<file path="config.mk">
export PLATFORM = sky130hd
export DESIGN_NAME = sram_host
export DESIGN_NICKNAME = d
export VERILOG_FILES = /design/src/verilog/sram_host_pkg.sv /design/src/verilog/pin_sync_if.sv /design/src/verilog/sram_host.sv /design/src/verilog/pin_sync.sv
export SDC_FILE = /design/constraint.sdc
export NUM_CORES = 1
export LEC_CHECK = 0
export ABC_AREA = 1
export BUFFER_PORTS_ARGS = -buffer_cell sky130_fd_sc_hd__buf_2
export CELL_PAD_IN_SITES_DETAIL_PLACEMENT = 1
export CELL_PAD_IN_SITES_GLOBAL_PLACEMENT = 1
export CORE_ASPECT_RATIO = 1.75
export CORE_MARGIN = 5
export CORE_UTILIZATION = 30
export CTS_CLUSTER_SIZE = 24
export DETAILED_ROUTE_END_ITERATION = 8
export GPL_TIMING_DRIVEN = 0
export HOLD_SLACK_MARGIN = 0.06
export PLACE_DENSITY = 0.62
export SYNTH_ARGS = -nofsm -noshare
export SYNTH_HDL_FRONTEND = slang
export SYNTH_SLANG_ARGS = --single-unit
export TNS_END_PERCENT = 100
</file>
<file path="constraint.sdc">
create_clock -name clock -period 3.55 [get_ports clock]
set_clock_uncertainty 0.1 [all_clocks]
set_input_delay 0.1775 -clock clock [delete_from_list [all_inputs] [get_ports clock]]
set_output_delay 0.1775 -clock clock [all_outputs]
set_load 0.02 [all_outputs]
</file>
<file path="src/verilog/sram_host_pkg.sv">
// Purpose: constants, states and timing for the latched word memory host controller
// Assumes: 20 MHz controller clock; memory of the slowest listed speed grade
// Notes:   Operation summary follows

package sram_host_pkg;

  localparam int ADDR_WIDTH      = 14;
  localparam int DATA_WIDTH      = 16;
  localparam int SYNC_STAGES     = 3;

  // timing, in ns as printed, converted to whole clock cycles
  localparam int CLOCK_PERIOD_NS = 50;
  localparam int WRITE_PULSE_NS  = 20;
  localparam int ACCESS_NS       = 25;
  localparam int WRITE_PULSE_CYCLES =
    ((WRITE_PULSE_NS + CLOCK_PERIOD_NS - 1) / CLOCK_PERIOD_NS) < 1 ? 1 :
    ((WRITE_PULSE_NS + CLOCK_PERIOD_NS - 1) / CLOCK_PERIOD_NS);
  localparam int ACCESS_CYCLES =
    ((ACCESS_NS + CLOCK_PERIOD_NS - 1) / CLOCK_PERIOD_NS) < 1 ? 1 :
    ((ACCESS_NS + CLOCK_PERIOD_NS - 1) / CLOCK_PERIOD_NS);
  // read waits for the access time plus the synchroniser depth
  localparam int READ_WAIT_CYCLES = ACCESS_CYCLES + SYNC_STAGES;

  localparam logic [3:0]  COUNT_RESET = 4'h0;
  localparam logic [15:0] DATA_RESET  = 16'h0000;
  localparam logic [13:0] ADDR_RESET  = 14'h0000;

  typedef enum logic [2:0] {
    ST_IDLE,
    ST_SETUP,
    ST_LATCH,
    ST_STROBE,
    ST_READ_WAIT,
    ST_RECOVER
  } state_type;

endpackage

</file>
<file path="src/verilog/pin_sync_if.sv">
// Purpose: carries the data pin synchroniser result to the sequencer
// Assumes: one clock domain on both sides
// Notes:   producer is the synchroniser, consumer the sequencer
`timescale 1ns/1ps
`default_nettype none

interface pin_sync_if;
  logic [15:0] stable_value;
  logic        stable;

  modport producer (output stable_value, output stable);
  modport consumer (input stable_value, input stable);
endinterface

`default_nettype wire

</file>
<file path="src/verilog/sram_host.sv">
// Purpose: host controller that runs read and write cycles on a latched word memory
// Assumes: one request at a time; the memory sits on plain pins of this block
// Notes:   all pin levels come from flip-flops; data pins are split into in, out, enable
`timescale 1ns/1ps
`default_nettype none

module sram_host #(
  parameter int ADDR_WIDTH = sram_host_pkg::ADDR_WIDTH,
  parameter int DATA_WIDTH = sram_host_pkg::DATA_WIDTH
) (
  input  wire logic                  clock,
  input  wire logic                  rst,
  input  wire logic                  clock_en,
  // request side
  input  wire logic                  cmd_valid,
  output logic                       cmd_ready,
  input  wire logic                  cmd_write,
  input  wire logic [ADDR_WIDTH-1:0] cmd_addr,
  input  wire logic [DATA_WIDTH-1:0] cmd_wdata,
  input  wire logic [1:0]            cmd_byte_en,
  input  wire logic                  cmd_latch_addr,
  input  wire logic                  cmd_latch_data,
  output logic                       rsp_valid,
  output logic [DATA_WIDTH-1:0]      rsp_rdata,
  output logic                       rsp_write_done,
  // memory pins
  output logic [ADDR_WIDTH-1:0]      word_addr_pins,
  output logic                       chip_en,
  output logic                       chip_en_n,
  output logic                       addr_latch_enable,
  output logic                       write_strobe_n,
  output logic                       lower_byte_strobe_n,
  output logic                       upper_byte_strobe_n,
  output logic                       output_enable_n,
  output logic                       write_data_hold_enable,
  input  wire logic [DATA_WIDTH-1:0] data_pins_in,
  output logic [DATA_WIDTH-1:0]      data_pins_out,
  output logic                       data_pins_oe
);

  sram_host_pkg::state_type state_reg;
  sram_host_pkg::state_type state_next;
  logic [3:0]               count_reg;
  logic                     write_reg;
  logic [1:0]               byte_en_reg;
  logic                     latch_addr_reg;
  logic                     latch_data_reg;
  logic                     accept;
  logic                     count_done;
  logic                     cur_write;
  logic [1:0]               cur_byte_en;
  logic                     cur_latch_addr;
  logic                     cur_latch_data;

  pin_sync_if data_sync ();

  pin_sync #(
    .WIDTH (DATA_WIDTH)
  ) data_sync_inst (
    .clock    (clock),
    .rst      (rst),
    .clock_en (clock_en),
    .pin_in   (data_pins_in),
    .sync     (data_sync.producer)
  );

  // ----------------------------------------
  // request acceptance
  // ----------------------------------------
  assign cmd_ready  = (state_reg == sram_host_pkg::ST_IDLE);
  assign accept     = cmd_valid && cmd_ready && clock_en;
  assign count_done = (count_reg == 4'h0);

  // fields in force for the cycle being entered
  assign cur_write      = accept ? cmd_write      : write_reg;
  assign cur_byte_en    = accept ? cmd_byte_en    : byte_en_reg;
  assign cur_latch_addr = accept ? cmd_latch_addr : latch_addr_reg;
  assign cur_latch_data = accept ? cmd_latch_data : latch_data_reg;

  // ----------------------------------------
  // sequencer
  // ----------------------------------------
  always_comb begin
    state_next = state_reg;
    case (state_reg)
      sram_host_pkg::ST_IDLE: begin
        if (accept) begin
          state_next = sram_host_pkg::ST_SETUP;
        end
      end
      sram_host_pkg::ST_SETUP: state_next = sram_host_pkg::ST_LATCH;
      sram_host_pkg::ST_LATCH: state_next = sram_host_pkg::ST_STROBE;
      sram_host_pkg::ST_STROBE: begin
        if (count_done) begin
          state_next = write_reg ? sram_host_pkg::ST_RECOVER : sram_host_pkg::ST_READ_WAIT;
        end
      end
      sram_host_pkg::ST_READ_WAIT: begin
        if (data_sync.stable) begin
          state_next = sram_host_pkg::ST_RECOVER;
        end
      end
      sram_host_pkg::ST_RECOVER: state_next = sram_host_pkg::ST_IDLE;
      default: state_next = sram_host_pkg::ST_IDLE;
    endcase
  end

  always_ff @(posedge clock or posedge rst) begin
    if (rst) begin
      state_reg <= sram_host_pkg::ST_IDLE;
    end else if (clock_en) begin
      state_reg <= state_next;
    end
  end

  // strobe length counter: write pulse or read access plus sync depth
  always_ff @(posedge clock or posedge rst) begin
    if (rst) begin
      count_reg <= sram_host_pkg::COUNT_RESET;
    end else if (clock_en) begin
      if (state_reg == sram_host_pkg::ST_LATCH) begin
        count_reg <= write_reg ? 4'(sram_host_pkg::WRITE_PULSE_CYCLES - 1)
                               : 4'(sram_host_pkg::READ_WAIT_CYCLES - 1);
      end else if (!count_done) begin
        count_reg <= count_reg - 4'h1;
      end
    end
  end

  // request fields held for the whole cycle so pins stay steady
  always_ff @(posedge clock or posedge rst) begin
    if (rst) begin
      write_reg      <= 1'b0;
      byte_en_reg    <= 2'h0;
      latch_addr_reg <= 1'b0;
      latch_data_reg <= 1'b0;
    end else if (accept) begin
      write_reg      <= cmd_write;
      byte_en_reg    <= cmd_byte_en;
      latch_addr_reg <= cmd_latch_addr;
      latch_data_reg <= cmd_latch_data;
    end
  end

  // ----------------------------------------
  // address, selection and latch pins
  // ----------------------------------------
  // address and enables stay on the pins from setup to recovery, which
  // covers hold around the latch fall and lets the live path work too
  always_ff @(posedge clock or posedge rst) begin
    if (rst) begin
      word_addr_pins    <= sram_host_pkg::ADDR_RESET;
      chip_en           <= 1'b0;
      chip_en_n         <= 1'b1;
      addr_latch_enable <= 1'b1;
    end else if (clock_en) begin
      if (accept) begin
        word_addr_pins <= cmd_addr;
      end
      chip_en   <= (state_next != sram_host_pkg::ST_IDLE);
      chip_en_n <= (state_next == sram_host_pkg::ST_IDLE);
      addr_latch_enable <= !(cur_latch_addr && (state_next != sram_host_pkg::ST_IDLE)
                             && (state_next != sram_host_pkg::ST_SETUP));
    end
  end

  // ----------------------------------------
  // strobes and output enable
  // ----------------------------------------
  // selection leads the write strobe by two cycles and outlasts it by one, so the strobe alone bounds each write
  always_ff @(posedge clock or posedge rst) begin
    if (rst) begin
      write_strobe_n      <= 1'b1;
      lower_byte_strobe_n <= 1'b1;
      upper_byte_strobe_n <= 1'b1;
      output_enable_n     <= 1'b1;
    end else if (clock_en) begin
      write_strobe_n <= !(cur_write && (state_next == sram_host_pkg::ST_STROBE));
      // byte strobes lead the write strobe by a cycle for setup
      if (cur_write && ((state_next == sram_host_pkg::ST_LATCH) ||
                        (state_next == sram_host_pkg::ST_STROBE))) begin
        lower_byte_strobe_n <= !cur_byte_en[0];
        upper_byte_strobe_n <= !cur_byte_en[1];
      end else begin
        lower_byte_strobe_n <= 1'b1;
        upper_byte_strobe_n <= 1'b1;
      end
      output_enable_n <= !(!cur_write && ((state_next == sram_host_pkg::ST_STROBE) ||
                           (state_next == sram_host_pkg::ST_READ_WAIT)));
    end
  end

  // ----------------------------------------
  // write data path
  // ----------------------------------------
  // latched writes drop the hold enable with the strobe; aborts never latch undriven pins
  always_ff @(posedge clock or posedge rst) begin
    if (rst) begin
      data_pins_out          <= sram_host_pkg::DATA_RESET;
      data_pins_oe           <= 1'b0;
      write_data_hold_enable <= 1'b1;
    end else if (clock_en) begin
      if (accept) begin
        data_pins_out <= cmd_wdata;
      end
      data_pins_oe <= cur_write && (cur_byte_en != 2'h0) &&
                      (state_next != sram_host_pkg::ST_IDLE);
      write_data_hold_enable <= !(cur_write && cur_latch_data && (cur_byte_en != 2'h0) &&
                                  ((state_next == sram_host_pkg::ST_STROBE) ||
                                   (state_next == sram_host_pkg::ST_RECOVER)));
    end
  end

  // ----------------------------------------
  // responses
  // ----------------------------------------
  always_ff @(posedge clock or posedge rst) begin
    if (rst) begin
      rsp_valid      <= 1'b0;
      rsp_rdata      <= sram_host_pkg::DATA_RESET;
      rsp_write_done <= 1'b0;
    end else if (clock_en) begin
      rsp_valid      <= 1'b0;
      rsp_write_done <= 1'b0;
      if ((state_reg == sram_host_pkg::ST_READ_WAIT) && data_sync.stable) begin
        rsp_valid <= 1'b1;
        rsp_rdata <= data_sync.stable_value;
      end
      if ((state_reg == sram_host_pkg::ST_RECOVER) && write_reg) begin
        rsp_write_done <= 1'b1;
      end
    end
  end

  // ----------------------------------------
  // checks
  // ----------------------------------------
  property p_addr_hold;
    @(posedge clock) disable iff (rst)
    $fell(addr_latch_enable) |=> $stable(word_addr_pins) && $stable(chip_en);
  endproperty
  a_addr_hold: assert property (p_addr_hold)
    else $error("address moved right after latch enable fell");
  property p_drive_needs_select;
    @(posedge clock) disable iff (rst)
    data_pins_oe |-> chip_en && !chip_en_n;
  endproperty
  a_drive_needs_select: assert property (p_drive_needs_select)
    else $error("data driven while memory not selected");
  property p_no_contention;
    @(posedge clock) disable iff (rst)
    !output_enable_n |-> !data_pins_oe && write_strobe_n;
  endproperty
  a_no_contention: assert property (p_no_contention)
    else $error("output enable low while host drives or writes");
  property p_abort_undriven;
    @(posedge clock) disable iff (rst)
    !write_strobe_n && lower_byte_strobe_n && upper_byte_strobe_n |-> !data_pins_oe;
  endproperty
  a_abort_undriven: assert property (p_abort_undriven)
    else $error("aborted write drives the data pins");
  property p_strobe_setup;
    @(posedge clock) disable iff (rst)
    $fell(write_strobe_n) |-> $stable(lower_byte_strobe_n) && $stable(upper_byte_strobe_n);
  endproperty
  a_strobe_setup: assert property (p_strobe_setup)
    else $error("byte strobes changed with the write strobe fall");
  property p_write_ends_selected;
    @(posedge clock) disable iff (rst)
    $rose(write_strobe_n) |-> chip_en && !chip_en_n && data_pins_oe == $past(data_pins_oe);
  endproperty
  a_write_ends_selected: assert property (p_write_ends_selected)
    else $error("selection dropped before the write strobe rose");
  property p_word_write;
    @(posedge clock) disable iff (rst)
    !write_strobe_n && !lower_byte_strobe_n && !upper_byte_strobe_n |-> data_pins_oe;
  endproperty
  a_word_write: assert property (p_word_write)
    else $error("word write without data on the pins");
  property p_data_held;
    @(posedge clock) disable iff (rst || !clock_en)
    $fell(write_data_hold_enable) |-> data_pins_oe ##1 $stable(data_pins_out) && data_pins_oe;
  endproperty
  a_data_held: assert property (p_data_held)
    else $error("write data not held around hold enable fall");
  property p_read_bounded;
    @(posedge clock) disable iff (rst || !clock_en)
    $fell(output_enable_n) |-> ##[3:40] rsp_valid;
  endproperty
  a_read_bounded: assert property (p_read_bounded)
    else $error("read answer missing after output enable");

endmodule

`default_nettype wire

</file>
<file path="src/verilog/pin_sync.sv">
// Purpose: three-stage synchroniser for the memory data pins
// Assumes: pins change only while the memory drives them
// Notes:   a word counts once the second and third stages agree
`timescale 1ns/1ps
`default_nettype none

module pin_sync #(
  parameter int WIDTH = 16
) (
  input  wire logic             clock,
  input  wire logic             rst,
  input  wire logic             clock_en,
  input  wire logic [WIDTH-1:0] pin_in,
  pin_sync_if.producer          sync
);

  logic [WIDTH-1:0] stage1_reg;
  logic [WIDTH-1:0] stage2_reg;
  logic [WIDTH-1:0] stage3_reg;

  // ----------------------------------------
  // synchroniser chain
  // ----------------------------------------
  // stage1 feeds stage2 only, so no logic sees a metastable bit
  always_ff @(posedge clock or posedge rst) begin
    if (rst) begin
      stage1_reg <= '0;
      stage2_reg <= '0;
      stage3_reg <= '0;
    end else if (clock_en) begin
      stage1_reg <= pin_in;
      stage2_reg <= stage1_reg;
      stage3_reg <= stage2_reg;
    end
  end

  // a bus that still moves shows disagreement between the later stages
  assign sync.stable       = (stage2_reg == stage3_reg);
  assign sync.stable_value = stage3_reg;

endmodule

`default_nettype wire

</file>
==> results of run 1 <==
cell usage in the layout (no fill, tap or decap), types with 3 or more instances in the layout:
cell           instances
a21oi_1                5
a31oi_1                5
buf_2                112
buf_6                  3
bufinv_16              5
clkbuf_1              17
clkbuf_16             17
clkinvlp_4             4
dfrtp_1              110
dfstp_2                7
dlygate4sd3_1         51
inv_1                 46
nand2_1              264
nand3_1                6
nor2_1                21
nor3_1                 6
o21ai_0               37
o21ai_1                6
o21ai_2               16
xnor2_1                5
timing repair:
action / 4_1_cts / 5_1_grt
resized for setup: 0 / 0
hold buffers: 51 / 0
hold endpoints to repair: 101 / 0
per-layer routing:
| layer | GRT usage (%) | vias to the layer above | routed length (µm) |
|---|---|---|---|
| li1 | - | 2153 | - |
| met1 | 18.2 | 2145 | 5810 |
| met2 | 32.5 | 108 | 8780 |
| met3 | 5.20 | 15 | 882 |
| met4 | 5.68 | 0 | 234 |
| met5 | 0 | - | 0 |
cells in the mapped netlist, types with 2 or more instances:
master | count | share of area (%)
nand2_1 | 264 | 20
dfrtp_1 | 110 | 55
inv_1 | 47 | 3.6
o21ai_0 | 37 | 3.7
nor2_1 | 21 | 1.6
o21ai_2 | 16 | 2.8
clkbuf_1 | 15 | 1.1
dfstp_2 | 7 | 3.7
nand3_1 | 6 | 0.60
nor3_1 | 6 | 0.60
o21ai_1 | 6 | 0.60
a21oi_1 | 5 | 0.50
a31oi_1 | 5 | 0.63
xnor2_1 | 5 | 0.88
buf_6 | 3 | 0.68
buf_1 | 2 | 0.15
buf_4 | 2 | 0.30
inv_2 | 2 | 0.15
nand4_1 | 2 | 0.25
nor2_2 | 2 | 0.25
nor3_2 | 2 | 0.40
o21a_1 | 2 | 0.30
kinds of logic (layout without fill, tap and decap cells):
| group | Yosys count | after routing |
|---|---|---|
| adders and majority gates | 1 | 1 |
| buffers and inverters | 72 | 268 |
| xor gates and xnor gates | 5 | 5 |
| AOI/OAI and AO/OA | 72 | 72 |
| and+or+nand+nor | 309 | 309 |
| DFF | 117 | 117 |
power groups by stage:
stage / combinational, mW / sequential [mW] / clock [mW]
4_1_cts: 1.49 / 1.90 / 1.93
5_1_grt: 1.66 / 1.94 / 2.01
6_report: 1.48 / 1.90 / 1.90
2_1_floorplan: 0.677 / 2.13 / 0
3_5_place_dp: 1.44 / 1.91 / 0
3_3_place_gp: 1.39 / 1.90 / 0
layout make-up:
| type | instances | area share, % |
|---|---|---|
| clock buffer | 20 | 6.38 |
| buffer | 22 | 1.61 |
| tap | 224 | 4.00 |
| clock inverter | 12 | 2.89 |
| inverter | 50 | 2.75 |
| timing repair buffer | 164 | 15.7 |
| multi-input combinational | 387 | 24.7 |
| sequential | 117 | 41.9 |
through the flow:
step                util [%]  worst slack, ns  setup TNS [ns]  hold WS (ns)  cells
CTS                     42.8             1.57               0        0.0719    996
detailed placement      35.7             1.57               0        0.0689    913
global route            42.8             1.43               0         0.113    996
finish                  42.8             1.60               0        0.0819    996
global placement        35.5            -1.36         -148.83         0.273    912
floorplan                  -            0.183               0         0.187    576
how the worst max path moves through the flow:
stage / endpoint / depth (start not counted)
2_1_floorplan: byte_en_reg[0]$_DFF_PP0_ / 1
3_3_place_gp: data_sync_inst.stage1_reg[6]$_DFFE_PP0P_ / 2
3_5_place_dp: data_sync_inst.stage1_reg[7]$_DFFE_PP0P_ / 6
4_1_cts: write_data_hold_enable$_DFFE_PP1P_ / 9
5_1_grt: write_data_hold_enable$_DFFE_PP1P_ / 9
6_report: write_data_hold_enable$_DFFE_PP1P_ / 9
worst max-delay path, cell delays in order (launching register included):
cell     delay [ns]
dfrtp_1        0.38
inv_1          0.12
ha_1           0.21
nand3_1        0.15
o21ai_0        0.29
o21a_1         0.24
nand3_1        0.09
nand2_1        0.10
inv_1          0.05
a21oi_1        0.15
==> key figures, run 1 <==
Global routing
  • First-pass GRT wire length: 26.5 mm
  • GRT Overall Usage: 17.4%
  • GR Overflow Total: 0
  • Antenna violations before repair: 0
  • Vias in the first global route: 5150
  • Largest net degree at the start of global routing: 92

Pwr
  • Sw Ratio: 34.8%
  • Tot Pwr: 5.27 mW
  • P_sw: 1.83 mW
  • Flop pwr share: 36.0%
  • Peak supply drop: 476 µV
  • LEAKAGE: 3.62 nW
  • Internal: 3.44 mW
  • Logic pwr share: 28.0%
  • Pwr per Cell Area: 753 mW/mm²
  • Clock power frac: 36.0%

Route
  • DRT Pass-1 Iters: 6
  • Drt initial violations: 94
  • DR vias: 4421
  • DR WL/cell: 15.8 µm
  • WL final: 15.7 mm
  • Residual DRC: 0
  • DR vias/cell: 4.44
  • Antenna-violating nets left: 0

Synth
  • Mean Syn Cell Area: 8.63 µm²
  • Yosys reg bits: 117
  • YS warnings: 0
  • Top_reg_cell synth: dfrtp_1
  • Syn nets: 632
  • Mapped Area: 0.00497 mm²
  • Fraction of synthesized area in multiplexers: 0%
  • Yosys cell types: 31
  • Post-Synth Adder-Cell Area: 0.252%
  • Syn Inst Count: 576
  • Post-Synth XOR/XNOR Area: 0.881%
  • Main combinational cell family by area after synthesis: simple AND/OR/NAND/NOR gates
  • Fraction of the mapped netlist area in simple logic gates: 25.0%
  • Post-synthesis sequential area ratio: 59.1%
  • Post-synth ARST share: 100%
  • Post-synth EDFFs: 0
  • Synth Area in Compound Gates: 8.74%

Die
  • Row count: 62
  • Full die area: 0.0193 mm²
  • Die width: 107 µm
  • Core area: 0.0164 mm²
  • Ports: 113
  • Initial Util: 30.4%
  • Die Y: 180 µm

Placement
  • Routability cong.: 0.799
  • IO buf count: 112
  • Hpwl dp: 11.1 mm
  • Placed instance area: 0.00584 mm²

Layout
  • Storage element area: 0.00294 mm²
  • Antenna cells: 0
  • Share of layout cells above drive strength 1: 23.4%
  • Area delta synth->final: 40.9%
  • Area of the multi-input gates: 0.00173 mm²
  • Final instance area: 0.00700 mm²
  • Filler instances: 1980
  • Nets@finish: 815

Timing
  • Max Fclk: 512 MHz
  • Final min period: 1.95 ns
  • Final Hold Vio Count: 0
  • # setup viols final: 0
  • Slew Viols, Final: 0
  • Period utilization: 55.0%
  • Unrepaired setup endpoints after global routing: no
  • Rel. slew slack: 49.1%
  • Worst-Margin Slew: 0.763 ns

Critical path
  • FF-to-FF End: write_data_hold_enable$_DFFE_PP1P_
  • Required @ worst endpoint: 3.78 ns
  • R2R Path Start: count_reg[0]$_DFFE_PP0P_
  • Critical path launch point: count_reg[0]$_DFFE_PP0P_
  • Worst reg-to-reg path cell count: 9
  • R2r setup slk: 1.60 ns
  • Worst Setup Start Kind: flip-flop
  • CP Class: flip-flop to flip-flop
  • CP Max Fanout: 4
  • CP Capture Type: flip-flop
  • Critical path data arrival time: 2.18 ns

Hold path
  • Beginning of the worst hold path: cmd_write
  • Hold Crit Depth: 3
  • Hold crit path type: input pin to flip-flop
  • Worst Hold Endpoint: write_reg$_DFF_PP0_

CTS
  • Root Driver: clkbuf_16
  • CTS H-Tree Depth: 4
  • CTS tree: built
  • Total clock sinks: 117
  • Setup bufs post-CTS: 0
  • Reg clk slew, reported paths: 0.06 ns
  • CTS Buf Count: 17
  • Clock Latency Late Sink: 0.41 ns
  • Worst-case clock buffer depth: 2

Job
  • Max cap viols: 0

Run status
  • Status: complete, no violations
No activity file was read; power rests on OpenSTA's default activity.
==> run 2, diff against run 1 <==
- clock period: 3.55 -> 1.7 ns (I/O delays scaled with it)
==> run 2 against run 1 <==
Critical path depth is the same. Maximum frequency increased by 7.4%. Count of clock-buffer cells in the layout is 2 lower. Sequential power is 110% higher. Core utilization up 3.2 points. The run now ends with negative setup slack left. Clock power increased by 86%. Global-route usage rose by 0.59 points. Cell count is 2.9% higher. Largest cell class unchanged. Power rose by 120%. Register-to-register slack lost 1.7 ns. First-iteration DRC count is 27% higher. Worst hold slack worse by 0.021 ns.
==> key figures, run 2 (synthesis gave the netlist of run 1 again) <==
Critical path
  • CP Class: flip-flop to flip-flop (unchanged)
  • Worst reg-to-reg path cell count: 9 (unchanged)
  • FF-to-FF End: rsp_rdata[4]$_DFFE_PP0P_ (was write_data_hold_enable$_DFFE_PP1P_)
  • CP Max Fanout: 5 (was 4)
  • CP Capture Type: flip-flop (unchanged)
  • Required @ worst endpoint: 1.90 ns (was 3.78 ns)
  • R2R Path Start: data_sync_inst.stage2_reg[5]$_DFFE_PP0P_ (was count_reg[0]$_DFFE_PP0P_)
  • Slowest library cell on the worst path: dfrtp_2 (was dfrtp_1)
  • CP Cell Sequence: xnor2_2 > nand3_1 > nor3_1 > and2_1 > nand4_4 > buf_12 > buf_12 > nand2_4 > o21ai_2 (was inv_1 > ha_1 > nand3_1 > o21ai_0 > o21a_1 > nand3_1 > nand2_1 > inv_1 > a21oi_1)
  • Worst Setup Start Kind: flip-flop (unchanged)
  • Critical path launch point: data_sync_inst.stage2_reg[5]$_DFFE_PP0P_ (was count_reg[0]$_DFFE_PP0P_)
  • CP Capture Point: rsp_rdata[4]$_DFFE_PP0P_ (was write_data_hold_enable$_DFFE_PP1P_)
  • Most Frequent Cell on Critical Path: buf_12
  • Instance count on the critical path: 9 (unchanged)
  • Slowest stage delay, CP: 0.43 ns (was 0.38 ns)
  • Critical path data arrival time: 2.02 ns (was 2.18 ns)
  • R2r setup slk: -0.12 ns (was 1.60 ns)
  • Delay-heaviest family, CP: simple AND/OR/NAND/NOR gates (was compound AO/OA/AOI/OAI gates)
  • WP buf/inv: 2 (unchanged)

Layout
  • Antenna cells: 0 (unchanged)
  • Commonest non-fill, non-tap cell in the layout: nand2_1 (unchanged)
  • Share of layout cells above drive strength 1: 32.3% (was 23.4%)
  • Finished Layout Cells: 1025 (was 996)
  • Area delta synth->final: 51.4% (was 40.9%)
  • Final instance area: 0.00752 mm² (was 0.00700 mm²)
  • Nets@finish: 844 (was 815)
  • Most frequent cells in the layout: nand2_1 (247), buf_2 (111), dfrtp_1 (107) (was nand2_1 (264), buf_2 (112), dfrtp_1 (110))

CTS
  • Root Driver: clkbuf_16 (unchanged)
  • CTS Buf Count: 17 (unchanged)
  • CTS tree: built (unchanged)
  • Clock Latency Late Sink: 0.42 ns (was 0.41 ns)
  • Worst-case clock buffer depth: 2 (unchanged)
  • Total clock sinks: 117 (unchanged)
  • Reg clk slew, reported paths: 0.06 ns (about the same)
  • CTS H-Tree Depth: 4 (unchanged)

Job
  • Max cap viols: 0 (unchanged)

Pwr
  • P_sw: 4.16 mW (was 1.83 mW)
  • Peak supply drop: 823 µV (was 476 µV)
  • Logic pwr share: 33.9% (was 28.0%)
  • Internal: 7.19 mW (was 3.44 mW)
  • Clock power frac: 31.2% (was 36.0%)
  • Sw Ratio: 36.7% (was 34.8%)
  • LEAKAGE: 3.85 nW (was 3.62 nW)
  • Flop pwr share: 34.9% (was 36.0%)
  • Pwr per Cell Area: 1510 mW/mm² (was 753 mW/mm²)

Route
  • Met1 WL: 5.78 mm (was 5.81 mm)
  • DR WL/cell: 15.8 µm (about the same)
  • WL final: 16.2 mm (was 15.7 mm)
  • Drt initial violations: 119 (was 94)
  • Highest routed layer: met4 (unchanged)
  • Met2 Wirelength: 9.29 mm (was 8.78 mm)
  • DR vias/cell: 4.45 (was 4.44)
  • Residual DRC: 0 (unchanged)
  • DR vias: 4560 (was 4421)
  • WL met3: 859 µm (was 882 µm)
  • DRT Pass-1 Iters: 4 (was 6)
  • Antenna-violating nets left: 0 (unchanged)

Die
  • Core area: 0.0164 mm² (unchanged)
  • Die Y: 180 µm (unchanged)
  • Ports: 113 (unchanged)
  • Full die area: 0.0193 mm² (unchanged)
  • Initial Util: 30.4% (unchanged)
  • Die width: 107 µm (unchanged)
  • Row count: 62 (unchanged)

Global routing
  • Vias in the first global route: 5198 (was 5150)
  • GR Overflow Total: 0 (unchanged)
  • Largest net degree at the start of global routing: 42 (was 92)
  • Antenna violations before repair: 0 (unchanged)
  • First-pass GRT wire length: 27.1 mm (was 26.5 mm)
  • GRT Overall Usage: 18.0% (was 17.4%)

Timing
  • Worst-Margin Slew: 0.673 ns (was 0.763 ns)
  • Unrepaired setup endpoints after global routing: yes (was no)
  • Setup WS post-layout: -0.119 ns (was 1.60 ns)
  • Final min period: 1.82 ns (was 1.95 ns)
  • Rel. slew slack: 55.1% (was 49.1%)
  • Period utilization: 107% (was 55.0%)
  • # setup viols final: 18 (was 0)
  • Max Fclk: 550 MHz (was 512 MHz)
  • Final Hold Vio Count: 0 (unchanged)
  • Slew Viols, Final: 0 (unchanged)
  • Hold slack: 0.0611 ns (was 0.0819 ns)

Run status
  • Status: complete, but fails checks (was complete, no violations)
  • Failing checks: negative setup slack

Placement
  • Hpwl dp: 11.6 mm (was 11.1 mm)
  • Routability cong.: 0.783 (was 0.799)
  • Dpl cells: 915 (was 913)
  • IO buf count: 112 (unchanged)
  • Placed instance area: 0.00587 mm² (was 0.00584 mm²)

Hold path
  • Hold crit path type: input pin to flip-flop (unchanged)
run 2: cell types whose count changed in the layout (fill, tap and decap cells not counted), moves of 7 or more:
| cell | delta |
|---|---|
| clkbuf_1 | -7 |
| nand2_1 | -17 |
| nand2_4 | +9 |
| buf_4 | +19 |
| nand2_2 | +8 |
run 2: power groups by stage:
stage | Combinational, mW | Clock [mW] | Sequential (mW)
2_1_floorplan | 1.41 | 0 | 4.46
3_3_place_gp | 2.92 | 0 | 3.97
3_5_place_dp | 3.06 | 0 | 3.98
4_1_cts | 3.47 | 3.62 | 3.97
5_1_grt | 4.28 | 3.76 | 4.05
6_report | 3.85 | 3.54 | 3.96
run 2: per-layer routing:
metal	track usage (%)	vias to the layer above
met2	34.7	103
li1	-	2214
met3	5.77	17
met4	4.81	0
met1	18.1	2226
met5	0	-
run 2: worst min-delay path by stage:
| stage | start | cells after the start | endpoint |
|---|---|---|---|
| 2_1_floorplan | cmd_wdata[0] | 2 | data_pins_out[0]$_DFFE_PP0P_ |
| 3_5_place_dp | rst | 2 | data_pins_out[7]$_DFFE_PP0P_ |
| 4_1_cts | rst | 3 | data_pins_out[7]$_DFFE_PP0P_ |
| 3_3_place_gp | cmd_wdata[1] | 3 | data_pins_out[1]$_DFFE_PP0P_ |
| 6_report | cmd_valid | 5 | write_reg$_DFF_PP0_ |
| 5_1_grt | cmd_valid | 5 | write_reg$_DFF_PP0_ |
run 2: per-stage QoR:
| step | util (%) | setup TNS [ns] | worst slack (ns) | power (mW) |
|---|---|---|---|---|
| after floorplan | - | 0 | 0.0676 | 5.87 |
| after global placement | 35.5 | -89.49 | -0.779 | 6.89 |
| after detailed placement | 35.9 | -5.21 | -0.291 | 7.04 |
| after CTS | 44.5 | -1.86 | -0.124 | 11.1 |
| after global routing | 46.0 | -3.57 | -0.197 | 12.1 |
| final | 46.0 | -1.75 | -0.119 | 11.3 |
run 2: worst min-delay path, delay by kind of cell:
family / cells / cell delay, ns
buffers and inverters: 2 / 0.21
AND/OR/NAND/NOR: 3 / 0.24
run 2: final cells by class:
cell class,instances,area [µm²]
Timing Repair Buffer,193,1420
Clock inverter,14,155
Fill cell,1945,8840
Inverter,50,191
Sequential cell,117,2940
Multi-Input combinational cell,387,1960
Clock buffer,18,429
Buffer,22,150
Tap cell,224,280
run 2: repair_timing:
action	in CTS	in global routing
hold endpoints to repair	131	0
gates resized for setup	41	47
cloned	2	0
pin swaps	9	8
buffers inserted	12	11
hold buffers	53	0
endpoints found under the setup margin	53	49
==> run 3, diff against run 2 <==
- MAX_ROUTING_LAYER: not set -> met4
- SKIP_LAST_GASP: not set -> 1
==> run 3 against run 2 <==
The run still ends with negative setup slack left. Die area is the same. Power shrank 1.0%. Non-clock buffer count shrank 1. Critical path depth is the same. Cell count is essentially flat. Sequential share of layout area grew 0.11 points. Register-to-register slack lost 0.03 ns. Sequential cell count is the same. Combinational power shrank 3%. Worst hold slack gained 0.012 ns. Via count shrank 0.46%. Highest routed layer unchanged.
==> key figures, run 3 (synthesis gave the netlist of run 1 again) <==
Run status
  • Status: complete, but fails checks (unchanged)
  • Failing checks: negative setup slack (unchanged)

Timing
  • Max Fclk: 540 MHz (was 550 MHz)
  • Final Hold Vio Count: 0 (unchanged)
  • Unrepaired setup endpoints after global routing: yes (unchanged)
  • Setup WS post-layout: -0.150 ns (was -0.119 ns)
  • Setup TNS: -1.92 ns (was -1.75 ns)
  • Period utilization: 109% (was 107%)
  • # setup viols final: 18 (unchanged)
  • Worst-Margin Slew: 0.673 ns (about the same)
  • Slew Viols, Final: 0 (unchanged)
  • Rel. slew slack: 55.2% (was 55.1%)
  • Final min period: 1.85 ns (was 1.82 ns)

Job
  • Max cap viols: 0 (unchanged)

Layout
  • Final instance area: 0.00750 mm² (was 0.00752 mm²)
  • Nets@finish: 843 (was 844)
  • Commonest non-fill, non-tap cell in the layout: nand2_1 (unchanged)
  • Antenna cells: 0 (unchanged)
  • Area delta synth->final: 51.0% (was 51.4%)
  • Most frequent cells in the layout: nand2_1 (243), buf_2 (113), dfrtp_1 (107) (was nand2_1 (247), buf_2 (111), dfrtp_1 (107))
  • Share of layout cells above drive strength 1: 32.6% (was 32.3%)
  • Util after Layout: 45.8% (was 46.0%)
  • Filler instances: 1946 (was 1945)

Global routing
  • Largest net degree at the start of global routing: 42 (unchanged)
  • GRT Overall Usage: 18.5% (was 18.0%)
  • Antenna violations before repair: 0 (unchanged)
  • First-pass GRT wire length: 27.0 mm (was 27.1 mm)
  • GR Overflow Total: 0 (unchanged)
  • Vias in the first global route: 5168 (was 5198)

Placement
  • Post-placement setup slack: -0.291 ns (unchanged)
  • Hpwl dp: 11.6 mm (unchanged)
  • IO buf count: 112 (unchanged)
  • Placed instance area: 0.00587 mm² (unchanged)
  • Routability cong.: 0.793 (was 0.783)

Critical path
  • Delay-heaviest family, CP: simple AND/OR/NAND/NOR gates (unchanged)
  • WP buf/inv: 2 (unchanged)
  • Required @ worst endpoint: 1.91 ns (was 1.90 ns)
  • Slowest library cell on the worst path: dfrtp_2 (unchanged)
  • CP Max Fanout: 5 (unchanged)
  • CP Class: flip-flop to flip-flop (unchanged)
  • Worst Setup Start Kind: flip-flop (unchanged)
  • CP Capture Type: flip-flop (unchanged)
  • Slowest stage delay, CP: 0.43 ns (about the same)
  • Critical path data arrival time: 2.06 ns (was 2.02 ns)
  • CP Cell Sequence: xnor2_2 > nand3_1 > nor3_1 > and2_1 > nand4_4 > buf_12 > buf_8 > nand2_1 > o21ai_2 (was xnor2_2 > nand3_1 > nor3_1 > and2_1 > nand4_4 > buf_12 > buf_12 > nand2_4 > o21ai_2)

CTS
  • CTS H-Tree Depth: 4 (unchanged)
  • CTS tree: built (unchanged)
  • Clock Latency Late Sink: 0.42 ns (about the same)
  • Worst-case clock buffer depth: 2 (unchanged)
  • Root Driver: clkbuf_16 (unchanged)
  • Total clock sinks: 117 (unchanged)
  • Reg clk slew, reported paths: 0.06 ns (about the same)
  • CTS Buf Count: 17 (unchanged)

Route
  • DR vias: 4539 (was 4560)
  • DR WL/cell: 15.9 µm (was 15.8 µm)
  • Drt initial violations: 162 (was 119)
  • WL final: 16.3 mm (was 16.2 mm)
  • Residual DRC: 0 (unchanged)
  • DRT Pass-1 Iters: 4 (unchanged)
  • DR vias/cell: 4.43 (was 4.45)
  • Antenna-violating nets left: 0 (unchanged)

Pwr
  • Pwr per Cell Area: 1500 mW/mm² (was 1510 mW/mm²)
  • Tot Pwr: 11.2 mW (was 11.3 mW)
  • LEAKAGE: 3.83 nW (was 3.85 nW)
  • Peak supply drop: 807 µV (was 823 µV)

Die
  • Ports: 113 (unchanged)
  • Initial Util: 30.4% (unchanged)
  • Die width: 107 µm (unchanged)
  • Row count: 62 (unchanged)
  • Core area: 0.0164 mm² (unchanged)
  • Full die area: 0.0193 mm² (unchanged)
  • Die Y: 180 µm (unchanged)

Hold path
  • Hold crit path type: input pin to flip-flop (unchanged)
[run 3: changes by cell type in the layout (fill, tap and decap cells not counted), sizes merged]
cell	change
buf	+1
bufbuf	-1
clkbuf	-1
[run 3: worst paths after layout]
kind / from / endpoint / slack (ns) / cells past startpoint
max in group asynchronous: rst / chip_en_n$_DFFE_PP1P_ / 0.58 / 5
setup reg to reg: data_sync_inst.stage2_reg[5]$_DFFE_PP0P_ / rsp_rdata[1]$_DFFE_PP0P_ / -0.15 / 9
hold reg to reg: data_sync_inst.stage1_reg[10]$_DFFE_PP0P_ / data_sync_inst.stage2_reg[10]$_DFFE_PP0P_ / 0.37 / 2
setup / recovery: data_sync_inst.stage2_reg[5]$_DFFE_PP0P_ / rsp_rdata[1]$_DFFE_PP0P_ / -0.15 / 9
hold / removal: cmd_valid / write_reg$_DFF_PP0_ / 0.07 / 5
min in group asynchronous: rst / data_pins_out[12]$_DFFE_PP0P_ / 0.08 / 3
[run 3: stage by stage]
stage          hold WS, ns  std cells
2_1_floorplan       0.0946        576
3_3_place_gp         0.180        912
5_1_grt             0.0919       1024
3_5_place_dp       -0.0215        915
4_1_cts             0.0807       1014
6_report            0.0735       1024
[run 3: final cells by class]
cell class | instances | area (µm²) | share of cell area (%)
plain buffers | 22 | 153 | 2.03
clock buffers | 18 | 429 | 5.72
clock inverters | 14 | 155 | 2.07
inverters | 50 | 191 | 2.55
multi-input cells | 387 | 1960 | 26.2
flip-flops and latches | 117 | 2940 | 39.2
well taps | 224 | 280 | 3.74
repair buffers | 192 | 1390 | 18.5
[run 3: what timing repair did]
item / 4_1_cts / 5_1_grt
pin swaps: 9 / 6
hold buffers: 53 / 0
endpoints found under the setup margin: 53 / 49
cloned: 2 / 0
setup buffers: 12 / 10
resized for setup: 36 / 55
hold endpoints to repair: 131 / 0
[run 3: metal layers]
metal	share of wire (%)	vias to the layer above	track usage, %	routed length [µm]
li1	-	2207	-	-
met1	36	2206	18.5	5890
met2	57	105	34.6	9320
met3	5.0	21	5.13	807
met4	1.5	0	4.81	242
met5	0	-	-	0
[run 3: where the power goes]
| part | internal, mW | switching (mW) | total [mW] |
|---|---|---|---|
| Clock | 2.17 | 1.38 | 3.55 |
| Combinational | 1.39 | 2.33 | 3.72 |
| Sequential | 3.53 | 0.425 | 3.96 |
[run 3: tightest hold or removal path, delay by kind of cell]
family,cells,cell delay (ns)
and+or+nand+nor,3,0.25
buffers and inverters,2,0.21
